### config.mk
export PLATFORM = sky130hd
export DESIGN_NAME = tcc_timer
export DESIGN_NICKNAME = d
export VERILOG_FILES = /design/src/inc/tcc_pkg.sv /design/src/hw/tcc_timer.sv
export SDC_FILE = /design/constraint.sdc
export NUM_CORES = 1
export LEC_CHECK = 0
export ABC_AREA = 1
export BUFFER_PORTS_ARGS = -buffer_cell sky130_fd_sc_hd__buf_2
export CELL_PAD_IN_SITES_DETAIL_PLACEMENT = 1
export CELL_PAD_IN_SITES_GLOBAL_PLACEMENT = 1
export CORE_ASPECT_RATIO = 1.25
export CORE_MARGIN = 5
export CORE_UTILIZATION = 50
export DETAILED_ROUTE_END_ITERATION = 8
export PLACE_DENSITY_LB_ADDON = 0.1
export SETUP_SLACK_MARGIN = 0.1
export SYNTH_ARGS = -nofsm -noshare
export SYNTH_HDL_FRONTEND = slang
export SYNTH_SLANG_ARGS = --single-unit
### constraint.sdc
create_clock -name sys_clk -period 9.5 [get_ports sys_clk]
set_clock_uncertainty 0.05 [all_clocks]
set_input_delay 1.9 -clock sys_clk [delete_from_list [all_inputs] [get_ports sys_clk]]
set_output_delay 1.9 -clock sys_clk [all_outputs]
set_load 0.03 [all_outputs]
### src/inc/tcc_pkg.sv
package tcc_pkg;
  localparam int          CH_NUM     = 3;
  localparam logic [15:0] CNT_MAX    = 16'hffff;
  localparam logic [15:0] CNT_ZERO   = 16'h0000;
  localparam logic [15:0] CNT_ONE    = 16'h0001;

  // register index map (word addresses)
  localparam logic [3:0] A_CTRL   = 4'h0;
  localparam logic [3:0] A_COUNT  = 4'h1;
  localparam logic [3:0] A_CCTL0  = 4'h2;
  localparam logic [3:0] A_CCR0   = 4'h5;

  // control register bits
  localparam int B_MODE_LO  = 4;
  localparam int B_CLEAR    = 2;
  localparam int B_ROLLIE   = 1;
  localparam int B_ROLLFLAG = 0;

  // channel control bits
  localparam int B_EDGE_HI  = 15;
  localparam int B_EDGE_LO  = 14;
  localparam int B_SEL_HI   = 13;
  localparam int B_SEL_LO   = 12;
  localparam int B_SYNC     = 11;
  localparam int B_LATIN    = 10;
  localparam int B_SNAP     = 8;
  localparam int B_DMODE_LO = 5;
  localparam int B_IE       = 4;
  localparam int B_LEVEL    = 3;
  localparam int B_DRIVE    = 2;
  localparam int B_OVR      = 1;
  localparam int B_EVT      = 0;

  typedef enum logic [1:0] {
    TCC_STOP = 2'b00,
    TCC_UP   = 2'b01,
    TCC_CONT = 2'b10,
    TCC_UPDN = 2'b11
  } tcc_mode_t;

  typedef enum logic [2:0] {
    DM_OUT    = 3'b000,
    DM_SET    = 3'b001,
    DM_TGLRST = 3'b010,
    DM_SETRST = 3'b011,
    DM_TGL    = 3'b100,
    DM_RST    = 3'b101,
    DM_TGLSET = 3'b110,
    DM_RSTSET = 3'b111
  } tcc_dmode_t;

  localparam logic [1:0] EDGE_RISE = 2'b01;
  localparam logic [1:0] EDGE_FALL = 2'b10;
endpackage : tcc_pkg

### src/hw/tcc_timer.sv
// Operation
// - continuous mode counts to ffff, wraps to zero; channel 0 acts as others
// - continuous mode sets rollover flag on counted step ffff to zero
// - up/down mode counts zero to period and back; period twice period value
// - up/down direction is latched and kept across stop
// - clear bit zeroes direction and count value
// - up/down: channel 0 flag on period-1 to period, rollover on 1 to 0
// - period write while descending: register now, shadow and new period after zero
// - period write while ascending: count up to new period if reachable
// - new period below count while ascending: start down, maybe one extra
// - compare registers unbuffered; no hardware dead time
// - three capture/compare channels, identical except channel 0
// - snapshot bit one selects capture; input select picks source
// - edge select picks rising, falling or both edges
// - capture copies count into channel register and sets event flag
// - input level bit shows selected input level
// - synchronize bit defers capture to next timer clock edge
// - overrun set on capture before previous read; only software clears
// - snapshot zero is compare; match sets flag, pulse, drive, latched input
// - eight drive modes from own and period match; clocked except mode 0
// - modes 000 direct, 001 set, 101 reset, 100 toggle
// - modes 010 tgl/rst, 011 set/rst, 110 tgl/set, 111 rst/set
// - software loading the count triggers no match action
// - mode field 00 stop, 01 up, 10 continuous, 11 up/down
// - count steps once per timer clock per mode and direction
`timescale 1ns/1ps
`default_nettype none
module tcc_timer
  import tcc_pkg::*;
(
  input  wire logic                  sys_clk,
  input  wire logic                  sys_rst,
  input  wire logic [3:0]            regAddr,
  input  wire logic [15:0]           regWrData,
  input  wire logic                  regWr,
  input  wire logic                  regRd,
  output logic      [15:0]           regRdData,
  input  wire logic [tcc_pkg::CH_NUM-1:0] captureInputA,
  input  wire logic [tcc_pkg::CH_NUM-1:0] captureInputB,
  output logic      [tcc_pkg::CH_NUM-1:0] unitDriveSignal,
  output logic      [tcc_pkg::CH_NUM-1:0] channelIrq,
  output logic                       rolloverIrq
);
  import tcc_pkg::*;

  function automatic logic [3:0] cctlAddr(input int i);
    cctlAddr = A_CCTL0 + 4'(i);
  endfunction : cctlAddr

  function automatic logic [3:0] ccrAddr(input int i);
    ccrAddr = A_CCR0 + 4'(i);
  endfunction : ccrAddr

  logic [1:0]  countModeField;
  logic        rollIe;
  logic        rolloverFlag;
  logic [15:0] countValue;
  logic        countDown;
  logic [15:0] periodShadow;
  logic [15:0] ccr      [CH_NUM];
  logic [15:0] cctl     [CH_NUM];
  logic [CH_NUM-1:0] aSync1, aSync2, bSync1, bSync2;
  logic [CH_NUM-1:0] selPrev;
  logic [CH_NUM-1:0] capPend;
  logic [CH_NUM-1:0] unreadCap;
  logic [15:0] rdMux;

  wire tcc_mode_t modeNow    = tcc_mode_t'(countModeField);
  wire       wrCtrl          = regWr && (regAddr == A_CTRL);
  wire       wrCount         = regWr && (regAddr == A_COUNT);
  wire       clearCmd        = wrCtrl && regWrData[B_CLEAR];
  wire       wrPeriod        = regWr && (regAddr == ccrAddr(0));
  wire [15:0] period         = ccr[0];
  // new period reachable from below; else reverse early
  wire       upPastPeriod    = countValue >= periodShadow;
  wire       running         = (modeNow != TCC_STOP);

  // next count and direction, combinational
  logic [15:0] nextCount;
  logic        nextDown;
  logic        stepped;
  always_comb begin
    nextCount = countValue;
    nextDown  = countDown;
    stepped   = 1'b0;
    case (modeNow)
      TCC_STOP: begin
        nextCount = countValue;
      end
      TCC_UP: begin
        stepped   = 1'b1;
        nextCount = (countValue >= period) ? CNT_ZERO : countValue + CNT_ONE;
      end
      TCC_CONT: begin
        stepped   = 1'b1;
        nextCount = countValue + CNT_ONE;
      end
      TCC_UPDN: begin
        stepped = 1'b1;
        if (!countDown) begin
          if (upPastPeriod) begin
            nextDown  = 1'b1;
            nextCount = countValue - CNT_ONE;
          end else begin
            nextCount = countValue + CNT_ONE;
          end
        end else if (countValue == CNT_ZERO) begin
          nextDown  = 1'b0;
          nextCount = CNT_ONE;
        end else begin
          nextCount = countValue - CNT_ONE;
        end
      end
      default: begin
        nextCount = countValue;
      end
    endcase
  end

  // a counted step only; software loads and clears never count
  wire countStep = stepped && !wrCount && !clearCmd;
  wire rollEvent = countStep && (
                     (modeNow == TCC_CONT && countValue == CNT_MAX) ||
                     (modeNow == TCC_UP && nextCount == CNT_ZERO &&
                      countValue != CNT_ZERO) ||
                     (modeNow == TCC_UPDN && countDown &&
                      countValue == CNT_ONE));

  always_ff @(posedge sys_clk or posedge sys_rst) begin
    if (sys_rst) begin
      countValue <= CNT_ZERO;
      countDown  <= 1'b0;
    end else if (clearCmd) begin
      countValue <= CNT_ZERO;
      countDown  <= 1'b0;
    end else if (wrCount) begin
      countValue <= regWrData;
    end else if (countStep) begin
      countValue <= nextCount;
      countDown  <= nextDown;
    end
  end

  // shadow follows writes at once except when descending; then it loads only at zero
  always_ff @(posedge sys_clk or posedge sys_rst) begin
    if (sys_rst) begin
      periodShadow <= CNT_ZERO;
    end else if (modeNow != TCC_UPDN || !countDown) begin
      periodShadow <= wrPeriod ? regWrData : period;
    end else if (countValue == CNT_ZERO) begin
      periodShadow <= period;
    end
  end

  always_ff @(posedge sys_clk or posedge sys_rst) begin
    if (sys_rst) begin
      countModeField <= 2'b00;
      rollIe         <= 1'b0;
    end else if (wrCtrl) begin
      countModeField <= regWrData[B_MODE_LO+1:B_MODE_LO];
      rollIe         <= regWrData[B_ROLLIE];
    end
  end

  // hardware set wins over software clear
  always_ff @(posedge sys_clk or posedge sys_rst) begin
    if (sys_rst) begin
      rolloverFlag <= 1'b0;
    end else if (rollEvent) begin
      rolloverFlag <= 1'b1;
    end else if (wrCtrl) begin
      rolloverFlag <= regWrData[B_ROLLFLAG];
    end
  end

  // period match: in up/down only on the upward arrival
  wire periodMatch = countStep && (nextCount == period) &&
                     (modeNow != TCC_UPDN || !countDown);

  genvar g;
  generate
    for (g = 0; g < CH_NUM; g++) begin : gCh
      wire        snap     = cctl[g][B_SNAP];
      wire [1:0]  edgeSel  = cctl[g][B_EDGE_HI:B_EDGE_LO];
      wire [1:0]  srcSel   = cctl[g][B_SEL_HI:B_SEL_LO];
      wire tcc_dmode_t dmode = tcc_dmode_t'(cctl[g][B_DMODE_LO+2:B_DMODE_LO]);
      // select high forces a supply level for software capture
      wire        selIn    = srcSel[1] ? srcSel[0] :
                             (srcSel[0] ? bSync2[g] : aSync2[g]);
      wire        rise     = selIn && !selPrev[g];
      wire        fall     = !selIn && selPrev[g];
      wire        edgeHit  = snap && (((edgeSel & EDGE_RISE) != 2'b00 && rise) ||
                             ((edgeSel & EDGE_FALL) != 2'b00 && fall));
      wire        capNow   = cctl[g][B_SYNC] ? capPend[g] : edgeHit;
      wire        matchPulse = !snap && countStep &&
                               (nextCount == ccr[g]);
      wire        pm       = periodMatch;
      wire        wrCtl    = regWr && (regAddr == cctlAddr(g));
      wire        wrCcr    = regWr && (regAddr == ccrAddr(g));
      wire        rdCcr    = regRd && (regAddr == ccrAddr(g));
      logic       nextDrive;
      logic       driveReg;

      always_comb begin
        nextDrive = cctl[g][B_DRIVE];
        case (dmode)
          DM_OUT:    nextDrive = cctl[g][B_DRIVE];
          DM_SET:    nextDrive = matchPulse ? 1'b1 : unitDriveSignal[g];
          DM_TGLRST: nextDrive = pm ? 1'b0 :
                                 (matchPulse ? !unitDriveSignal[g] :
                                  unitDriveSignal[g]);
          DM_SETRST: nextDrive = pm ? 1'b0 :
                                 (matchPulse ? 1'b1 : unitDriveSignal[g]);
          DM_TGL:    nextDrive = matchPulse ? !unitDriveSignal[g] :
                                 unitDriveSignal[g];
          DM_RST:    nextDrive = matchPulse ? 1'b0 : unitDriveSignal[g];
          DM_TGLSET: nextDrive = pm ? 1'b1 :
                                 (matchPulse ? !unitDriveSignal[g] :
                                  unitDriveSignal[g]);
          DM_RSTSET: nextDrive = pm ? 1'b1 :
                                 (matchPulse ? 1'b0 : unitDriveSignal[g]);
          default:   nextDrive = unitDriveSignal[g];
        endcase
      end

      // mode 0 follows the control bit with no clock
      assign unitDriveSignal[g] = (dmode == DM_OUT) ? cctl[g][B_DRIVE] :
                                  driveReg;
      always_ff @(posedge sys_clk or posedge sys_rst) begin
        if (sys_rst) driveReg <= 1'b0;
        else         driveReg <= nextDrive;
      end

      always_ff @(posedge sys_clk or posedge sys_rst) begin
        if (sys_rst) begin
          aSync1[g]  <= 1'b0;
          aSync2[g]  <= 1'b0;
          bSync1[g]  <= 1'b0;
          bSync2[g]  <= 1'b0;
          selPrev[g] <= 1'b0;
          capPend[g] <= 1'b0;
        end else begin
          aSync1[g]  <= captureInputA[g];
          aSync2[g]  <= aSync1[g];
          bSync1[g]  <= captureInputB[g];
          bSync2[g]  <= bSync1[g];
          selPrev[g] <= selIn;
          capPend[g] <= edgeHit;
        end
      end

      always_ff @(posedge sys_clk or posedge sys_rst) begin
        if (sys_rst) begin
          ccr[g] <= CNT_ZERO;
        end else if (snap && capNow) begin
          ccr[g] <= countValue;
        end else if (wrCcr) begin
          ccr[g] <= regWrData;
        end
      end

      always_ff @(posedge sys_clk or posedge sys_rst) begin
        if (sys_rst) begin
          unreadCap[g] <= 1'b0;
        end else if (snap && capNow) begin
          unreadCap[g] <= 1'b1;
        end else if (rdCcr) begin
          unreadCap[g] <= 1'b0;
        end
      end

      // control word; events override software for flag bits
      always_ff @(posedge sys_clk or posedge sys_rst) begin
        if (sys_rst) begin
          cctl[g] <= 16'h0000;
        end else begin
          if (wrCtl) begin
            cctl[g] <= regWrData;
          end
          cctl[g][B_LEVEL] <= selIn;
          if (matchPulse) begin
            cctl[g][B_LATIN] <= selIn;
          end else if (wrCtl) begin
            cctl[g][B_LATIN] <= cctl[g][B_LATIN];
          end
          if ((snap && capNow) || matchPulse) begin
            cctl[g][B_EVT] <= 1'b1;
          end else if (g == 0 && periodMatch && modeNow != TCC_CONT &&
                       snap) begin
            cctl[g][B_EVT] <= 1'b1;
          end
          if (snap && capNow && unreadCap[g]) begin
            cctl[g][B_OVR] <= 1'b1;
          end
        end
      end

      assign channelIrq[g] = cctl[g][B_EVT] && cctl[g][B_IE];
    end
  endgenerate

  assign rolloverIrq = rolloverFlag && rollIe;

  always_comb begin
    rdMux = 16'h0000;
    if (regAddr == A_CTRL) begin
      rdMux = 16'h0000;
      rdMux[B_MODE_LO+1:B_MODE_LO] = countModeField;
      rdMux[B_ROLLIE]   = rollIe;
      rdMux[B_ROLLFLAG] = rolloverFlag;
    end else if (regAddr == A_COUNT) begin
      rdMux = countValue;
    end
    for (int i = 0; i < CH_NUM; i++) begin
      if (regAddr == cctlAddr(i)) rdMux = cctl[i];
      if (regAddr == ccrAddr(i))  rdMux = ccr[i];
    end
  end

  always_ff @(posedge sys_clk or posedge sys_rst) begin
    if (sys_rst)    regRdData <= 16'h0000;
    else if (regRd) regRdData <= rdMux;
    else            regRdData <= 16'h0000;
  end
endmodule : tcc_timer
`default_nettype wire

==> results.txt <==
Final RePlAce weighted congestion: 1.01
Final Util: 55.6%
Placed inst area: 11,800 um^2
Ys async rst share: 100%
Crit Path Category: in2reg
Relative slew margins: 24.5%
Hold WC Path Type: reg2reg
FF-to-FF End: gCh[1].driveReg
Adder-cell area share of the yosys netlist: 4.51%
Final period util: 53.9%
Tmin final: 5.12 ns
Tot GR Track Use: 37.4%
Average size of a mapped cell: 7.45 um^2
Max Slew Vio Count: 0
Post-synth EDFFs: 0
Final hold violations: 0
Sequential fraction of the synthesis area: 37.4%
Share of cells above drive strength 1: 11.9%
Compound-cell area share of the yosys netlist: 18.6%
Post-CTS Hold Fix Bufs: 0
Vias in the first global route: 12,100
Area delta synth->final: 9.37%
Post-Syn Area: 11,400 um^2
Largest net degree at the start of global routing: 62
Cell depth of the worst hold path: 0
Drt drc: 0
DR WL/cell: 25.9 um
CTS tree: built
Detailed Place HPWL: 35,300 um
Root Driver: clkbuf_16
Clock Path Buffers: 2
Core Rows: 61
Critical R2R Launch: countValue[0]
Commonest cells post-synth: 337 x nand2_1, 208 x inv_1, 170 x dfrtp_1
Arr. time, crit path: 5.38 ns
Yosys warning count: 0
Ant. Diodes: 0
CTS clock-pin slew for the worst setup and hold paths: 0.07 ns
Multiplexer area fraction after synthesis: 0.176%
Setup violations, final: 0
Fmax: 195 MHz
Unrepaired setup endpoints after global routing: no
Die area: 25,900 um^2
GR Overflow Total: 0
Pin slew with the least headroom to its limit: 1.13 ns
Post-Syn Instances: 1,526
Chip width: 145 um
FF-to-FF setup slack: 4.69 ns
Worst skew pair latency: 0.44 ns
Top cells by area, synth: dfrtp_1 37%, nand2_1 11%, inv_1 6.9%
Antenna violations before repair: 1
Max Cap Viol: 0
Layout Nets: 1,619
Hold Path Sink: bSync2[1]
Xor/xnor share of the synthesized area: 1.62%
TritonCTS Sinks: 170
Antenna viol nets, final: 0
Worst EP required: 9.76 ns
DR pass1 iterations: 6
R2R depth: 23
CTS Buf Count: 17
Pwr per Cell Area: 344 nW/um^2
Sum of negative setup slack: 0 ns
Worst setup SP type: input pin
Global-route wire length before repair: 71,700 um
Area leader, netlist: dfrtp_1
Final Instance Area: 12,400 um^2
# port buffers: 52
Routed wire length: 47,700 um
H-tree depth: 4
Vias per cell: 6.45
Main combinational cell family by area after synthesis: simple AND/OR/NAND/NOR gates
Worst setup EP type: flop
Simple-gate area share of the yosys netlist: 27.7%
Hold path start: bSync1[1]
Fillers: 2,867
CTS resizes: 0
Outcome: complete, no violations
Die Y-Extent: 179 um
Leakage: 6.04 nW
Postcts setup bufs: 0
Initial drt markers: 1,165
Synth top area share: 37.4%
Post-Syn Nets: 1,597
Vias: 11,900
Netlist cell types: 48
FF+latch count, synth: 170
CP max FO: 16
Initial core utilization: 50.8%
Top FF cell, synth: dfrtp_1
Most common cell in the netlist: nand2_1
Core Box Area: 22,400 um^2
Top-Level Pins: 53
Peak supply drop: 159 uV
## kinds of logic (layout without fill, tap and decap cells)
logic type / count (synthesis) / after routing
simple gates: 672 / 672
compound gates: 334 / 334
buf+inv: 286 / 321
flops: 170 / 170
fa+ha+maj: 41 / 41
xor+xnor: 21 / 21
mux: 2 / 2
## worst max-delay path, cell delays in order
cell	delay [ns]
buf_2	0.12
nor2_1	0.51
nand2_1	0.25
nor2_2	0.32
inv_1	0.14
nor2_2	0.59
nor2_1	0.08
nand2_1	0.14
or2_2	0.13
a21oi_1	0.04
o2111ai_1	0.11
nor2_1	0.07
nand3_2	0.17
ha_1	0.29
a21oi_1	0.19
nor3_1	0.06
a21oi_1	0.14
nand3_1	0.10
## state kept, by name, summed over array words and instances, names as in the netlist
register and count:
aSync2 3, bSync1 3, bSync2 3, gCh.driveReg 3, periodShadow 16, capPend 3
countDown 1, cctl 48, rolloverFlag 1, unreadCap 3, regRdData 16, period 16
countModeField 2, countValue 16, aSync1 3, ccr 32, rollIe 1
## metrics by stage
step                power (mW)  hold WS (ns)  worst slack [ns]  std cells
floorplan                 2.68         0.281              2.95       1526
CTS                       4.23         0.303              4.58       1844
finish                    4.28         0.301              4.38       1844
global placement          3.35         0.282              4.44       1812
detailed placement        3.44         0.287              4.22       1812
global route              4.51         0.316              4.11       1844
## layer usage
metal	global-route usage [%]	up-vias	part of all wire (%)
li1	-	5189	-
met1	43.7	5887	36
met2	60.5	596	47
met3	6.41	211	7.7
met4	28.7	2	9.2
met5	0	-	0.021
## layout by cell type, fill, tap and decap left out, types with 4 or more instances in the layout
cell	instances
a211oi_1	29
o21ai_0	108
buf_4	14
o21ai_1	12
xor2_1	20
a21oi_1	59
inv_2	7
clkinv_1	5
nand4_1	25
inv_6	4
clkbuf_16	17
nor2_2	15
o211ai_1	21
o32ai_1	5
nor2_4	5
buf_2	52
o221ai_1	55
o2111ai_1	8
nor2_1	117
dfrtp_1	170
nor3_1	18
nand2_2	16
ha_1	41
nand2_1	337
nand3_1	92
nand2_4	9
inv_1	207
nand3_2	21
and3_1	4
inv_8	4
o22ai_1	30
## final cells by class
| type | instances | area, um^2 | share of cell area, % |
|---|---|---|---|
| clock buffer | 19 | 443 | 3.56 |
| clock inverter | 13 | 183 | 1.47 |
| inverter | 223 | 847 | 6.81 |
| multi-input combinational | 1070 | 5980 | 48.1 |
| sequential | 170 | 4250 | 34.2 |
| tap | 283 | 354 | 2.85 |
| timing repair buffer | 66 | 365 | 2.94 |
## power breakdown
part | internal (mW) | switching (mW) | total (mW)
sequential | 0.955 | 0.322 | 1.28
clock | 0.432 | 0.334 | 0.766
combinational | 0.679 | 1.56 | 2.23
total | 2.07 | 2.21 | 4.28
## worst max-delay path by stage
stage | to | startpoint | cells after the start | slack [ns]
after detailed placement | gCh[1].driveReg | regAddr[0] | 18 | 4.22
after CTS | gCh[2].driveReg | regAddr[0] | 19 | 4.58
after floorplan | aSync1[0] | sys_rst | 1 | 2.95
after global routing | gCh[1].driveReg | regAddr[0] | 18 | 4.11
after global placement | gCh[1].driveReg | regAddr[0] | 18 | 4.44
final | gCh[1].driveReg | regAddr[0] | 18 | 4.38
(Power assumes the default switching activity.)
